$ cat src/pkg/bus_strobe_map.vh
// constants for the external bus strobe and clock block
// assumes inclusion by the design files only
`ifndef BUS_STROBE_MAP_VH
`define BUS_STROBE_MAP_VH
// ========================================
// widths
`define MEM_ADDR_W 19
`define MEM_DATA_W 16
`define EXT_ADDR_W 3
`define EXT_DATA_W 16
// ========================================
// configuration word field
`define CFG_BOOT_BIT 3
// ========================================
// reset levels
`define RST_FETCH 1'b1
`define RST_BOOT 1'b1
`define RST_MEM_RW_N 1'b1
`define RST_UPPER_SEL 1'b1
`define RST_LOWER_SEL 1'b1
`define RST_EXT_CYC_N 1'b1
`define RST_EXT_RW_N 1'b1
`define RST_PCLK 1'b0
`define RST_TIMING_CLOCK_OUT 1'b0
`define RST_IRQ_ACK 1'b0
// ========================================
// cycle kinds
`define KIND_W 3
`define KIND_IDLE 3'h0
`define KIND_FETCH 3'h1
`define KIND_MEM_RD 3'h2
`define KIND_MEM_WR 3'h3
`define KIND_EXT_RD 3'h4
`define KIND_EXT_WR 3'h5
`define KIND_IRQ_ACK 3'h6
// ========================================
// timing
`define CLK_DIV 2
`define RESET_MIN_EDGES 4
`endif

$ cat src/design/bus_strobes.v
// external bus status strobes, byte selects and processor clocks
// assumes the core presents one cycle request, held until cycle_start
`timescale 1ns/100ps
`include "bus_strobe_map.vh"
module bus_strobes (
	input wire ref_clk,
	input wire rst,
	input wire wait_req,
	input wire [`KIND_W-1:0] core_kind,
	input wire core_boot,
	input wire core_byte,
	input wire core_lane_hi,
	input wire [`MEM_ADDR_W-1:0] core_mem_addr,
	input wire [`MEM_DATA_W-1:0] core_wdata,
	input wire [`EXT_ADDR_W-1:0] core_ext_addr,
	input wire cfg_boot_wr,
	input wire [`MEM_DATA_W-1:0] cfg_wdata,
	output wire core_take,
	output wire [`MEM_DATA_W-1:0] core_rdata,
	output wire pclk_out,
	output wire timing_clock_out,
	output wire fetch_active,
	output wire boot_space,
	output wire mem_read_write_n,
	output wire upper_byte_select,
	output wire lower_byte_select,
	output wire ext_bus_cycle_n,
	output wire ext_bus_read_write_n,
	output wire irq_acknowledge,
	output wire [`MEM_ADDR_W-1:0] mem_addr,
	input wire [`MEM_DATA_W-1:0] mem_data_in,
	output wire [`MEM_DATA_W-1:0] mem_data_out,
	output wire mem_data_oe_n,
	output wire [`EXT_ADDR_W-1:0] ext_addr,
	input wire [`EXT_DATA_W-1:0] ext_data_in,
	output wire [`EXT_DATA_W-1:0] ext_data_out,
	output wire ext_data_oe_n
);
	// ========================================
	// clocks
	wire cycle_start;
	clock_halver clock_halver_i (
		.ref_clk(ref_clk),
		.rst(rst),
		.wait_req(wait_req),
		.pclk_out(pclk_out),
		.timing_clock_out_out(timing_clock_out),
		.cycle_start(cycle_start)
	);
	assign core_take = cycle_start;
	// ========================================
	// decode of the requested cycle
	wire is_fetch = (core_kind == `KIND_FETCH);
	wire is_mem_wr = (core_kind == `KIND_MEM_WR);
	wire is_mem = is_fetch | (core_kind == `KIND_MEM_RD) | is_mem_wr;
	wire is_ext_rd = (core_kind == `KIND_EXT_RD);
	wire is_ext_wr = (core_kind == `KIND_EXT_WR);
	wire is_ack = (core_kind == `KIND_IRQ_ACK);
	wire is_ext = is_ext_rd | is_ext_wr;
	// ========================================
	// registered state, one current and one next value per item
	reg [`KIND_W-1:0] kind_q;
	reg [`KIND_W-1:0] kind_d;
	reg fetch_q;
	reg fetch_d;
	reg boot_q;
	reg boot_d;
	reg mem_rw_n_q;
	reg mem_rw_n_d;
	reg [1:0] lane_sel_q;
	reg [1:0] lane_sel_d;
	reg ext_cyc_n_q;
	reg ext_cyc_n_d;
	reg ext_rw_n_q;
	reg ext_rw_n_d;
	reg irq_ack_q;
	reg irq_ack_d;
	reg [`MEM_ADDR_W-1:0] mem_addr_q;
	reg [`MEM_ADDR_W-1:0] mem_addr_d;
	reg [`EXT_ADDR_W-1:0] ext_addr_q;
	reg [`EXT_ADDR_W-1:0] ext_addr_d;
	reg [`MEM_DATA_W-1:0] mem_wdata_q;
	reg [`MEM_DATA_W-1:0] mem_wdata_d;
	reg [`EXT_DATA_W-1:0] ext_wdata_q;
	reg [`EXT_DATA_W-1:0] ext_wdata_d;
	reg mem_oe_n_q;
	reg mem_oe_n_d;
	reg ext_oe_n_q;
	reg ext_oe_n_d;
	reg [`MEM_DATA_W-1:0] rdata_q;
	reg [`MEM_DATA_W-1:0] rdata_d;
	// ========================================
	// byte lanes: index 0 is bits 7..0, index 1 is bits 15..8
	wire [1:0] lane_hit;
	genvar lane;
	generate
		for (lane = 0; lane < 2; lane = lane + 1) begin : g_lane
			// a memory word takes both lanes, a memory byte only the lane it names; other cycles take none
			wire lane_named = (lane == 1) ? core_lane_hi : ~core_lane_hi;
			assign lane_hit[lane] = is_mem & (~core_byte | lane_named);
		end
	endgenerate
	// ========================================
	// next state: strobes other than boot_space move only at a cycle start
	always @* begin
		kind_d = kind_q;
		fetch_d = fetch_q;
		boot_d = boot_q;
		mem_rw_n_d = mem_rw_n_q;
		lane_sel_d = lane_sel_q;
		ext_cyc_n_d = ext_cyc_n_q;
		ext_rw_n_d = ext_rw_n_q;
		irq_ack_d = irq_ack_q;
		mem_addr_d = mem_addr_q;
		ext_addr_d = ext_addr_q;
		mem_wdata_d = mem_wdata_q;
		ext_wdata_d = ext_wdata_q;
		mem_oe_n_d = mem_oe_n_q;
		ext_oe_n_d = ext_oe_n_q;
		rdata_d = rdata_q;
		if (cycle_start) begin
			kind_d = core_kind;
			fetch_d = is_fetch;
			mem_rw_n_d = ~is_mem_wr;
			lane_sel_d = lane_hit;
			ext_cyc_n_d = ~is_ext;
			ext_rw_n_d = ~is_ext_wr;
			irq_ack_d = is_ack;
			// addresses hold through cycles that do not use their bus
			if (is_mem)
				mem_addr_d = core_mem_addr;
			if (is_ext)
				ext_addr_d = core_ext_addr;
			mem_wdata_d = core_wdata;
			ext_wdata_d = core_wdata;
			// data pins driven only during a write on that bus
			mem_oe_n_d = ~is_mem_wr;
			ext_oe_n_d = ~is_ext_wr;
			// read data of the cycle now ending, still on the pins
			if (kind_q == `KIND_EXT_RD)
				rdata_d = ext_data_in;
			else if (kind_q == `KIND_FETCH || kind_q == `KIND_MEM_RD)
				rdata_d = mem_data_in;
		end
		// a config write wins over a cycle that starts with it
		if (cfg_boot_wr)
			boot_d = cfg_wdata[`CFG_BOOT_BIT];
		else if (cycle_start && is_mem)
			boot_d = core_boot;
	end
	// ========================================
	// state registers
	always @(posedge ref_clk or posedge rst) begin
		if (rst) begin
			kind_q <= `KIND_IDLE;
			fetch_q <= `RST_FETCH;
			boot_q <= `RST_BOOT;
			mem_rw_n_q <= `RST_MEM_RW_N;
			lane_sel_q <= {`RST_UPPER_SEL, `RST_LOWER_SEL};
			ext_cyc_n_q <= `RST_EXT_CYC_N;
			ext_rw_n_q <= `RST_EXT_RW_N;
			irq_ack_q <= `RST_IRQ_ACK;
			mem_addr_q <= {`MEM_ADDR_W{1'b0}};
			ext_addr_q <= {`EXT_ADDR_W{1'b0}};
			mem_wdata_q <= {`MEM_DATA_W{1'b0}};
			ext_wdata_q <= {`EXT_DATA_W{1'b0}};
			mem_oe_n_q <= 1'b1;
			ext_oe_n_q <= 1'b1;
			rdata_q <= {`MEM_DATA_W{1'b0}};
		end else begin
			kind_q <= kind_d;
			fetch_q <= fetch_d;
			boot_q <= boot_d;
			mem_rw_n_q <= mem_rw_n_d;
			lane_sel_q <= lane_sel_d;
			ext_cyc_n_q <= ext_cyc_n_d;
			ext_rw_n_q <= ext_rw_n_d;
			irq_ack_q <= irq_ack_d;
			mem_addr_q <= mem_addr_d;
			ext_addr_q <= ext_addr_d;
			mem_wdata_q <= mem_wdata_d;
			ext_wdata_q <= ext_wdata_d;
			mem_oe_n_q <= mem_oe_n_d;
			ext_oe_n_q <= ext_oe_n_d;
			rdata_q <= rdata_d;
		end
	end
	// ========================================
	// outputs straight from the registers
	assign core_rdata = rdata_q;
	assign fetch_active = fetch_q;
	assign boot_space = boot_q;
	assign mem_read_write_n = mem_rw_n_q;
	assign upper_byte_select = lane_sel_q[1];
	assign lower_byte_select = lane_sel_q[0];
	assign ext_bus_cycle_n = ext_cyc_n_q;
	assign ext_bus_read_write_n = ext_rw_n_q;
	assign irq_acknowledge = irq_ack_q;
	assign mem_addr = mem_addr_q;
	assign mem_data_out = mem_wdata_q;
	assign mem_data_oe_n = mem_oe_n_q;
	assign ext_addr = ext_addr_q;
	assign ext_data_out = ext_wdata_q;
	assign ext_data_oe_n = ext_oe_n_q;
endmodule

$ cat src/design/clock_halver.v
// divide-by-two processor and timing clock generator
// assumes ref_clk is the input clock and rst is asynchronous active high
`timescale 1ns/100ps
`include "bus_strobe_map.vh"
module clock_halver (
	input wire ref_clk,
	input wire rst,
	input wire wait_req,
	output wire pclk_out,
	output wire timing_clock_out_out,
	output wire cycle_start
);
	// ========================================
	// free phase and stretched phase
	reg timing_clock_out_q;
	reg pclk_q;
	always @(posedge ref_clk or posedge rst) begin
		if (rst) begin
			timing_clock_out_q <= `RST_TIMING_CLOCK_OUT;
			pclk_q <= `RST_PCLK;
		end else begin
			timing_clock_out_q <= ~timing_clock_out_q;
			if (pclk_q)
				pclk_q <= 1'b0;
			else if (!wait_req)
				pclk_q <= 1'b1;
		end
	end
	assign pclk_out = pclk_q;
	assign timing_clock_out_out = timing_clock_out_q;
	// rising edge of pclk coming next edge
	assign cycle_start = ~pclk_q & ~wait_req;
endmodule

$ cat config.mk
export PLATFORM = sky130hd
export DESIGN_NAME = bus_strobes
export DESIGN_NICKNAME = d
export VERILOG_FILES = /design/src/design/bus_strobes.v /design/src/design/clock_halver.v
export VERILOG_INCLUDE_DIRS = /design/src /design/src/pkg
export SDC_FILE = /design/constraint.sdc
export NUM_CORES = 1
export LEC_CHECK = 0
export ABC_CLOCK_PERIOD_IN_PS = 3700
export BUFFER_PORTS_ARGS = -buffer_cell sky130_fd_sc_hd__buf_2
export CAP_MARGIN = 20
export CORE_UTILIZATION = 46
export DETAILED_ROUTE_END_ITERATION = 16
export PLACE_DENSITY_LB_ADDON = 0.08
export SLEW_MARGIN = 20
export SYNTH_ARGS = -nofsm -noshare
export SYNTH_HDL_FRONTEND = slang
export SYNTH_HIERARCHICAL = 1
export SYNTH_SLANG_ARGS = --single-unit
$ cat constraint.sdc
create_clock -name ref_clk -period 3.7 [get_ports ref_clk]
set_clock_uncertainty 0.05 [all_clocks]
set_input_delay 0.74 -clock ref_clk [delete_from_list [all_inputs] [get_ports ref_clk]]
set_output_delay 0.74 -clock ref_clk [all_outputs]
set_load 0.01 [all_outputs]
Yosys cells after proc, flatten, opt, wreduce, memory -nomap -nowiden:

Cells that the tools add are included.

* flip-flop bits (word level): 67
* output and inout bits: 83
* word-level logic and storage cells: 52

* equality and inequality tests: 9
* multiplexer cells: 6
* bitwise gates (word level): 16
* reductions and logical operators: 7

Operator list (count)
* $mux W16: 2
* $eq A3 B3 Y1 const B: 4
* $eq A3 B2 Y1 const B: 3
* $not A1 Y1: 8
* $eq A3 B1 Y1 const B: 2
* $reduce_and A2 Y1: 3
* $or A1 B1 Y1: 5
* $mux W1: 4
* $reduce_bool A2 Y1: 2
* $and A1 B1 Y1: 3
* $logic_and A1 B1 Y1: 1
* $logic_or A1 B1 Y1: 1

Logic depth before layout (Yosys ltp):

Gate-level depths: netlist of the first run.

* depth after elaboration: 6
* gate-level depth with buffers: 6
* gate-level depth less buffers: 4

Modules after synthesis:

The synthesis of the first run kept the hierarchy.

Modules (own cells, without submodules)
* bus_strobes: times used 1, cells each 196, area each 2890.3 µm², sequential area each 1635.3 µm²
* clock_halver: times used 1, cells each 5, area each 61.3 µm², sequential area each 50.0 µm²

Least setup slack after synthesis of the first run:

OpenSTA, ideal clock, no wires.

* path type: input -> register
* start point: in wait_req
* end point: reg rdata_q[0] (netlist: core_rdata[0])
* library setup time: 0.125 ns
* arrival: 1.966 ns
* slack: 1.559 ns
* cell stages on the path: 6
* path buffers: 2
* path through: nor2_1 -> nor2b_1 -> a22o_1 -> buf_6 -> buf_12 -> mux2_4

* word-level cells in the longest chain between the ends: 3

RTL lines
* start, declared: RTL line bus_strobes.v:8 `input wire wait_req,`
* $not A1 Y1: RTL line clock_halver.v:32 `assign cycle_start = ~pclk_q & ~wait_req;`
* $and A1 B1 Y1: RTL line clock_halver.v:32
* $reduce_and A2 Y1 (no source line)
* end signal, assigned: RTL line bus_strobes.v:169 `` rdata_q <= {`MEM_DATA_W{1'b0}}; ``
* end signal, assigned: RTL line bus_strobes.v:185 `rdata_q <= rdata_d;`
* end, declared: RTL line bus_strobes.v:90 `` reg [`MEM_DATA_W-1:0] rdata_q; ``

Every way passes these cells.
A chain may end at the register's enable or synchronous reset.

Final worst setup path of the first run:

* start point: in wait_req
* end point: out core_take

* word-level cells in the longest chain between the ends: 2

RTL lines
* $not A1 Y1: RTL line clock_halver.v:32
* $and A1 B1 Y1: RTL line clock_halver.v:32
* end, declared: RTL line bus_strobes.v:18 `output wire core_take,`

Every way passes these cells.

==> results of run 1 <==
==> state kept, by name, indices dropped and copies added (netlist names), 2 cells and up <==
name / cells
ext_addr: 3
lane_sel_q: 2
kind_q: 3
ext_data_out: 16
mem_addr: 19
core_rdata: 16
==> worst paths after layout <==
check / start / end / slack [ns] / depth (start not counted)
min in group ref_clk: clock_halver_i/timing_clock_out_out / clock_halver_i/timing_clock_out_out / 0.36 / 1
setup reg to reg: kind_q[0] / core_rdata[11] / 1.47 / 4
hold / removal: rst / clock_halver_i/timing_clock_out_out / 0.22 / 2
hold reg to reg: clock_halver_i/timing_clock_out_out / clock_halver_i/timing_clock_out_out / 0.36 / 1
max in group asynchronous: rst / boot_space / 2.24 / 3
setup / recovery: wait_req / core_take / 1.27 / 5
==> cells by family after synthesis <==
| kind of cell | count (synthesis) | share of synthesized area (%) |
|---|---|---|
| AO/OA/AOI/OAI | 9 | 1.95 |
| XOR/XNOR | 1 | 0.297 |
| buffers and inverters | 33 | 7.46 |
| flip-flops | 67 | 57.1 |
| multiplexers | 74 | 29.5 |
| AND/OR/NAND/NOR | 17 | 3.69 |
==> final cells by class <==
cell class	instances	area [um^2]
timing repair buffer	167	846
sequential	67	1690
inverter	7	26.3
clock inverter	6	113
multi-input combinational	101	1050
tap	75	93.8
clock buffer	10	138
fill	497	2110
==> worst max-delay path, delay by kind of cell <==
family                 cells  cell delay [ns]
buffers and inverters      4             0.80
AND/OR/NAND/NOR            1             0.10
==> Yosys cell counts, types with 2 or more instances <==
| cell | number |
|---|---|
| a31oi_1 | 3 |
| buf_2 | 4 |
| buf_4 | 18 |
| dfrtp_1 | 60 |
| dfstp_2 | 7 |
| inv_1 | 7 |
| mux2_2 | 64 |
| mux2_4 | 10 |
| nor2_1 | 5 |
| nor2b_1 | 5 |
| o21ai_0 | 2 |
| o22ai_1 | 2 |
==> metrics by stage <==
stage          hold WS [ns]  setup slack (ns)  area (um^2)
6_report              0.218              1.27         3950
5_1_grt               0.209              1.17         3950
3_5_place_dp          0.361              1.03         3700
4_1_cts               0.201              1.26         3950
3_3_place_gp          0.354              1.02         3700
2_1_floorplan         0.410              1.30         2950
==> metal layers <==
metal | global-route usage, % | vias to the layer above | part of all wire (%)
met5 | 0 | - | 0
met3 | 6.04 | 7 | 8.7
met2 | 30.5 | 90 | 50
li1 | - | 981 | -
met1 | 19.7 | 967 | 40
met4 | 8.42 | 0 | 1.1
==> power breakdown <==
| group | leakage [uW] | total (uW) | internal, uW | switching (uW) |
|---|---|---|---|---|
| registers | 0.000780 | 1020 | 921 | 97.8 |
| logic | 0.00108 | 669 | 374 | 295 |
| clock network | 0.000126 | 742 | 467 | 275 |
| total | 0.00198 | 2430 | 1760 | 668 |
==> run_results.csv, run 1 <==
group,metric,value,unit
sta,worst_pin_slew,0.880,ns
finish,layout_common_cells,"buf_2 (163), mux2_2 (64), dfrtp_1 (60)",
global_routing,grt_pass1_wl,8760,um
power_and_ir_drop,power.density,615,mW/mm^2
finish,insertedDiodeCount,0,
worst_setup_path,cp.arrival,1.64,ns
placement,dpl.hpwl,4310,um
yosys,syn_avg_cell_area,14.7,um^2
clock_tree,cts_hold_buf,0,
worst_setup_path,cp-end-kind,"primary output",
yosys,synth_edf_count,0,
run,max_cap_violations,0,
floorplan,dieArea,0.00674,mm^2
floorplan,coreArea,0.00606,mm^2
clock_tree,post_cts_buffers,0,
yosys,asyncSetResetFlopFracSynth,100,%
power_and_ir_drop,power,2430,uW
finish,fin_cells,433,
yosys,ys.flop_type,"dfrtp_1",
global_routing,globalRouteOverflowTotal,0,
worst_setup_path,crit_path_max_incr_delay,0.29,ns
yosys,yosys_warnings,6,
global_routing,grt_start_max_net_pins,34,
sta,max_freq,411,MHz
worst_setup_path,criticalPathCategory,"in2out",
finish,layout_commonest_cell,"buf_2",
sta,fin_crit,2.43,ns
yosys,ys_seq_elements,67,
sta,hold_viol,0,
floorplan,die_x,82.1,um
power_and_ir_drop,leakage,0.00198,uW
routing,vias,2045,
routing,ant_nets,0,
sta,finalSetupTns,0,ns
clock_tree,cts_made_buffers,9,
global_routing,track_usage,17.8,%
sta,maxSlewViolCount,0,
sta,setup_viol,0,
yosys,syn_inst,201,
yosys,synth_area_leaders,"dfrtp_1 (51%), mux2_2 (24%), dfstp_2 (6.2%), mux2_4 (5.1%), buf_4 (4.6%)",
clock_tree,clock_latency,0.33,ns
worst_setup_path,critPathMaxFanout,18,
power_and_ir_drop,vdd_ir_drop_max,373,uV
yosys,synth_area,0.00295,mm^2
floorplan,die_height,82.1,um
worst_hold_path,hold_path.class,"in2async",
floorplan,rows,28,
finish,layout-drive-gt1-share,74.9,%
clock_tree,h-tree-depth,3,
floorplan,start_util,48.7,%
worst_setup_path,critPathLaunchType,"input port",
global_routing,grt_pass1_vias,1955,
floorplan,ios,179,
finish,fin_nets,449,
routing,drtIter0Drc,35,
routing,remaining_drc_errors,0,
placement,portBuffers,163,
routing,routed_wl,5800,um
yosys,synth_top_area_share,50.9,%
routing,routed_via_density,4.72,
sta,finalCritPeriodShare,65.8,%
worst_setup_path,cpMaxStageDelayCell,"buf_4",
clock_tree,clock_sinks,67,
yosys,yosysSeqAreaShare,57.1,%
finish,area_growth,33.8,%
worst_setup_path,crit_required,2.91,ns
clock_tree,cts_tree,"done",
yosys,syn_nets,297,
yosys,yosysUniqueCellTypes,26,
global_routing,antenna_found_initial,0,
placement,routabilityCongestion,0.667,
worst_setup_path,cp_cell_sequence,"buf_2, nor2_2, buf_4, buf_4, buf_2",
routing,drt_pre_antenna_iters,4,
clock_tree,cts_resized,0,
sta,rsz0062_at_grt,"false",
placement,post-place-cells,417,
routing,wl_per_cell,13.4,um
finish,post-route-util,65.2,%
clock_tree,cts_root_buf,"clkbuf_8",
yosys,synth_area_leader_cell,"dfrtp_1",
status,run_status,"finished, final reports clean",
sta,maxSlewHeadroom,41.3,%
clock_tree,clockBufferDepth,2,
clock_tree,cts.clk_slew.worst_paths,0.06,ns
Note: power is estimated with default switching activity, not from simulation.
==> run 2: changes to the inputs <==
ABC_CLOCK_PERIOD_IN_PS = 2300   (was 3700)
CORE_UTILIZATION = 43   (was 46)
clock period = 2.3 ns   (was 3.7 ns; I/O delays follow)
==> run 2 against run 1 <==
  * The flow now finishes with violations (design-rule violations)
  * Setup slack got worse by 0.86 ns
  * Count of clock-buffer cells in the layout increased by 3
  * Combinational power increased by 61%
  * Utilization decreased by 4.6 points
  * Final cell count increased by 0.92%
  * Register-to-register slack got worse by 0.97 ns
  * Cell area decreased by 0.35%
  * Critical path depth decreased by 2
  * Clock power increased by 37%
  * Die area increased by 6.8%
  * Worst hold slack improved by 0.077 ns
  * Sequential cell count unchanged
==> run_results.csv, run 2 (synthesis gave the netlist of run 1 again) <==
group,metric,value,unit
status,run_status,"finished with violations",
status,failed_checks,"design-rule violations",
sta,worst_pin_slew,0.856,ns
floorplan,ios,179,
sta,maxSlewHeadroom,42.9,%
clock_tree,post_cts_buffers,0,
global_routing,grt_start_max_net_pins,48,
worst_setup_path,critPathMaxFanout,18,
finish,layout_common_cells,"buf_2 (163), mux2_2 (64), dfrtp_1 (60)",
worst_setup_path,crit_required,1.79,ns
finish,fillers,557,
clock_tree,clock_sinks,67,
finish,area_growth,33.4,%
worst_setup_path,cpMaxStageDelayCell,"dfrtp_1",
floorplan,dieArea,0.00720,mm^2
global_routing,grt_pass1_wl,9480,um
clock_tree,cts.clk_slew.worst_paths,0.07,ns
placement,portBuffers,163,
placement,pre_cts_slack,0.241,ns
worst_setup_path,crit_path_max_incr_delay,0.38,ns
global_routing,track_usage,17.5,%
clock_tree,h-tree-depth,3,
sta,max_freq,529,MHz
sta,hold_viol,0,
routing,vias,2022,
routing,routed_wl,5880,um
finish,insertedDiodeCount,0,
clock_tree,clockBufferDepth,2,
power_and_ir_drop,leakage,0.00197,uW
worst_hold_path,hold_path.class,"in2reg",
sta,hold_ws,0.294,ns
sta,maxSlewViolCount,0,
sta,finalSetupTns,0,ns
sta,fin_crit,1.89,ns
power_and_ir_drop,power.density,947,mW/mm^2
routing,ant_nets,0,
finish,fin_cells,437,
clock_tree,cts_made_buffers,9,
routing,routed_via_density,4.63,
finish,fin_area,0.00394,mm^2
floorplan,die_x,84.9,um
clock_tree,cts_root_buf,"clkbuf_8",
floorplan,rows,29,
global_routing,antenna_found_initial,0,
floorplan,coreArea,0.00649,mm^2
worst_setup_path,r2r-start,"clock_halver_i/pclk_out",
global_routing,grt_pass1_vias,2010,
worst_hold_path,worstHoldPathCells,3,
placement,post-place-cells,420,
clock_tree,cts_tree,"done",
power_and_ir_drop,vdd_ir_drop_max,516,uV
placement,routabilityCongestion,0.716,
finish,layout-drive-gt1-share,73.6,%
worst_setup_path,critPathLaunchType,"flip-flop",
floorplan,start_util,45.4,%
clock_tree,clock_latency,0.34,ns
finish,largest_reg_flops,19,
worst_setup_path,reg2reg_depth,4,
sta,fin_ws,0.410,ns
placement,dpl.hpwl,4270,um
routing,drt_pre_antenna_iters,11,
worst_setup_path,reg2reg_slack,0.50,ns
finish,fin_nets,451,
floorplan,die_height,84.9,um
sta,finalCritPeriodShare,82.2,%
worst_hold_path,min_to,"boot_space",
worst_setup_path,cp.arrival,1.38,ns
global_routing,globalRouteOverflowTotal,0,
clock_tree,cts_resized,0,
placement,post_dp_cell_area,0.00372,mm^2
worst_setup_path,cp_cell_sequence,"nor2_2, buf_4, buf_2",
run,max_cap_violations,0,
routing,wl_per_cell,13.4,um
worst_setup_path,r2r_end,"mem_addr[10]",
sta,setup_viol,0,
routing,remaining_drc_errors,10,
worst_hold_path,hold_path.startpoint,"cfg_boot_wr",
sta,rsz0062_at_grt,"false",
worst_setup_path,criticalPathCategory,"reg2out",
worst_setup_path,cp-end-kind,"primary output",
finish,layout_commonest_cell,"buf_2",
routing,drtIter0Drc,54,
-- run 2: changes by cell type in the layout (fill, tap and decap cells not counted), sizes merged --
cell and delta:
dlygate4sd3 +1, clkinv -2, bufinv -1, buf +1, clkbuf +3
-- run 2: per-layer routing --
metal  vias up  GRT usage (%)  wire [um]
met5         -              0          0
met4         0           5.08         39
met3         4           8.46        541
met2        87           28.9       2940
met1       949           20.3       2360
li1        982              -          -
-- run 2: cell type report --
| cell class | instances | area, um^2 | share of cell area [%] |
|---|---|---|---|
| clock buffer | 13 | 139 | 3.53 |
| multi-input combinational | 101 | 1050 | 26.6 |
| tap | 77 | 96.3 | 2.45 |
| clock inverter | 3 | 65.1 | 1.65 |
| inverter | 7 | 26.3 | 0.668 |
| sequential | 67 | 1690 | 42.8 |
| timing repair buffer | 169 | 876 | 22.3 |
-- run 2: worst max-delay path: cells and delay by family, from the launching register on --
kind,cells,cell delay (ns)
buf+inv,2,0.48
simple gates,1,0.18
flops,1,0.38
-- run 2: power by group --
group	internal [uW]	total (uW)	switching, uW	leakage (uW)
Clock	611	1020	405	0.000102
Sequential	1480	1630	146	0.000780
Combinational	606	1080	476	0.00109
-- run 2: worst max path at each step --
stage / startpoint / end / slack, ns / cells after the start
6_report: clock_halver_i/pclk_out / core_take / 0.41 / 3
5_1_grt: clock_halver_i/pclk_out / core_take / 0.27 / 3
4_1_cts: clock_halver_i/pclk_out / core_take / 0.37 / 3
3_5_place_dp: core_kind[0] / mem_addr[10] / 0.24 / 4
3_3_place_gp: core_kind[0] / mem_addr[4] / 0.21 / 4
2_1_floorplan: rst / core_rdata[0] / 0.18 / 1
-- run 2: what timing repair did --
action                                  CTS  global route
endpoints found under the hold margin     2             0
hold buffers                              1             0
endpoints found under the setup margin    0             0
-- run 2: through the flow --
step | power, uW | util, %
6_report | 3730 | 60.6
5_1_grt | 3950 | 60.6
4_1_cts | 3780 | 60.6
3_5_place_dp | 2750 | 57.3
3_3_place_gp | 2730 | 57.3
2_1_floorplan | 2340 | -
==> run 3: changes to the inputs <==
ABC_AREA = 1   (was unset)
ABC_CLOCK_PERIOD_IN_PS = 1800   (was 2300)
clock period = 1.8 ns   (was 2.3 ns; I/O delays follow)
==> run 3 against run 2 <==
  * Clock power increased by 35%
  * The run now ends clean
  * Synthesized cell count is 81% higher
  * Highest routed layer unchanged
  * Area after synthesis grew 2.1%
  * Critical path depth unchanged
  * Sequential power up 23%
  * Largest power group unchanged
==> run_results.csv, run 3 <==
group,metric,value,unit
status,run_status,"finished, final reports clean",
worst_setup_path,cp_cell_sequence,"nor2_4, buf_6, buf_2",
sta,max_freq,612,MHz
sta,hold_viol,0,
clock_tree,clock_sinks,67,
yosys,yosys_warnings,6,
clock_tree,cts_tree,"done",
worst_setup_path,cp-end-kind,"primary output",
finish,layout_commonest_cell,"nand2_1",
sta,setup_viol,0,
floorplan,ios,179,
finish,area_growth,35.1,%
sta,fin_ws,0.165,ns
floorplan,rows,30,
finish,fin_cells,618,
clock_tree,cts_made_buffers,9,
global_routing,antenna_found_initial,0,
worst_setup_path,critPathLaunchType,"flip-flop",
sta,finalSetupTns,0,ns
worst_setup_path,cpMaxStageDelayCell,"dfrtp_1",
worst_setup_path,cp.buffers_inverters,2,
clock_tree,cts.clk_slew.worst_paths,0.07,ns
placement,post-place-cells,599,
worst_setup_path,reg2reg_slack,0.24,ns
worst_hold_path,hold_path.class,"in2reg",
clock_tree,clockBufferDepth,2,
placement,dpl.hpwl,5140,um
power_and_ir_drop,vdd_ir_drop_max,534,uV
worst_setup_path,crit_path_max_incr_delay,0.40,ns
routing,routed_wl,6970,um
routing,drtIter0Drc,97,
power_and_ir_drop,leakage,0.00242,uW
floorplan,die_height,85.7,um
run,max_cap_violations,0,
routing,routed_via_density,4.49,
sta,rsz0062_at_grt,"false",
worst_setup_path,crit_required,1.39,ns
yosys,synthAdderAreaFrac,0,%
yosys,synth_top_family_by_area,"simple AND/OR/NAND/NOR gates",
yosys,synth_area,0.00301,mm^2
yosys,synth_area_leaders,"dfrtp_1 (50%), nand2_1 (24%), dfstp_2 (6.1%), nand3_1 (5.5%), buf_4 (5.0%)",
yosys,synthXorXnorAreaFrac,0,%
finish,insertedDiodeCount,0,
yosys,syn_inst,364,
placement,pre_cts_slack,0.222,ns
sta,worst_pin_slew,0.651,ns
placement,portBuffers,163,
worst_setup_path,criticalPathCategory,"reg2out",
global_routing,track_usage,20.1,%
global_routing,grt_start_max_net_pins,35,
floorplan,start_util,44.3,%
yosys,synth_top_area_share,49.8,%
global_routing,grt_pass1_wl,11500,um
yosys,synth_compound_area_share,2.57,%
yosys,syn_nets,460,
finish,layout_common_cells,"nand2_1 (195), buf_2 (163), dfrtp_1 (60)",
global_routing,globalRouteOverflowTotal,0,
finish,layout-drive-gt1-share,39.5,%
finish,fin_nets,613,
placement,routabilityCongestion,0.779,
routing,drt_pre_antenna_iters,4,
floorplan,dieArea,0.00735,mm^2
yosys,synth-simple-area-share,32.0,%
yosys,yosysMostFrequentCell,"nand2_1",
clock_tree,clock_latency,0.33,ns
routing,ant_nets,0,
routing,remaining_drc_errors,0,
finish,post-route-util,59.9,%
yosys,asyncSetResetFlopFracSynth,100,%
yosys,synth_edf_count,0,
floorplan,die_x,85.7,um
sta,fin_crit,1.63,ns
yosys,ys_seq_elements,67,
floorplan,coreArea,0.00679,mm^2
worst_setup_path,cp.arrival,1.22,ns
yosys,ys.flop_type,"dfrtp_1",
sta,maxSlewViolCount,0,
sta,finalCritPeriodShare,90.8,%
power_and_ir_drop,power.density,1130,mW/mm^2
yosys,synthMuxAreaShare,0,%
yosys,syn_avg_cell_area,8.28,um^2
clock_tree,cts_root_buf,"clkbuf_8",
clock_tree,h-tree-depth,3,
routing,vias,2772,
finish,largest_reg_flops,19,
yosys,yosysSeqAreaShare,55.9,%
yosys,synth_area_leader_cell,"dfrtp_1",
yosys,synth_common_cells,"nand2_1 (195), dfrtp_1 (60), nand3_1 (33), buf_4 (20), inv_1 (13)",
routing,wl_per_cell,11.3,um
sta,maxSlewHeadroom,56.6,%
global_routing,grt_pass1_vias,2556,
yosys,yosysUniqueCellTypes,19,
worst_setup_path,cp_top_family,"flip-flops",
worst_setup_path,critPathMaxFanout,16,
==> run 3: logic make-up after synthesis <==
logic type,Yosys count
AOI/OAI and AO/OA,12
buffers and inverters,48
DFF,67
and+or+nand+nor,237
==> run 3: layout make-up <==
cell class                 instances  area (um^2)
inverter                          14         56.3
fill                             662         2720
clock buffer                      11          141
sequential                        67         1690
timing repair buffer             176          932
multi-input combinational        249         1050
clock inverter                     5         86.3
tap                               96          120
==> run 3: worst reg2reg max path, cell delays in order, from the launching register on <==
cell	delay [ns]
dfrtp_1	0.38
nor2_4	0.06
buf_4	0.15
buf_4	0.14
inv_1	0.48
nand2_1	0.11
o31ai_1	0.09
==> run 3: per-stage QoR <==
stage | hold WS, ns | instance area, um^2 | power [uW]
finish | 0.159 | 4070 | 4600
global placement | 0.188 | 3810 | 3220
detailed placement | 0.193 | 3810 | 3250
floorplan | 0.0512 | 3020 | 2750
CTS | 0.146 | 4060 | 4660
global route | 0.154 | 4070 | 4900
==> run 3: what timing repair did <==
| action | 4_1_cts | 5_1_grt |
|---|---|---|
| hold buffers | 1 | 0 |
| buffers inserted | 0 | 2 |
| resized for setup | 1 | 0 |
| cloned | 0 | 0 |
| setup endpoints to repair | 1 | 1 |
| pin swaps | 0 | 1 |
| hold endpoints to repair | 17 | 0 |
==> run 3: report_power, final <==
part / leakage (uW) / internal (uW) / total (uW) / switching (uW)
sequential: 0.000817 / 1830 / 2000 / 169
combinational: 0.00149 / 500 / 1210 / 710
clock: 0.000114 / 825 / 1380 / 558
==> run 3: worst paths after layout <==
check | from | depth (start not counted) | to
min in group asynchronous | rst | 3 | clock_halver_i/timing_clock_out_out
max | clock_halver_i/pclk_out | 3 | core_take
min reg2reg | clock_halver_i/timing_clock_out_out | 1 | clock_halver_i/timing_clock_out_out
max in group asynchronous | rst | 4 | fetch_active
min | core_kind[0] | 2 | ext_data_oe_n
max reg2reg | clock_halver_i/pclk_out | 6 | irq_acknowledge
==> run 3: per-layer routing <==
layer | GRT usage [%] | wire length [um] | up-vias
met3 | 5.49 | 504 | 7
li1 | - | - | 1411
met4 | 7.73 | 82 | 0
met5 | 0 | 0 | -
met1 | 24.3 | 3050 | 1250
met2 | 34.3 | 3340 | 104
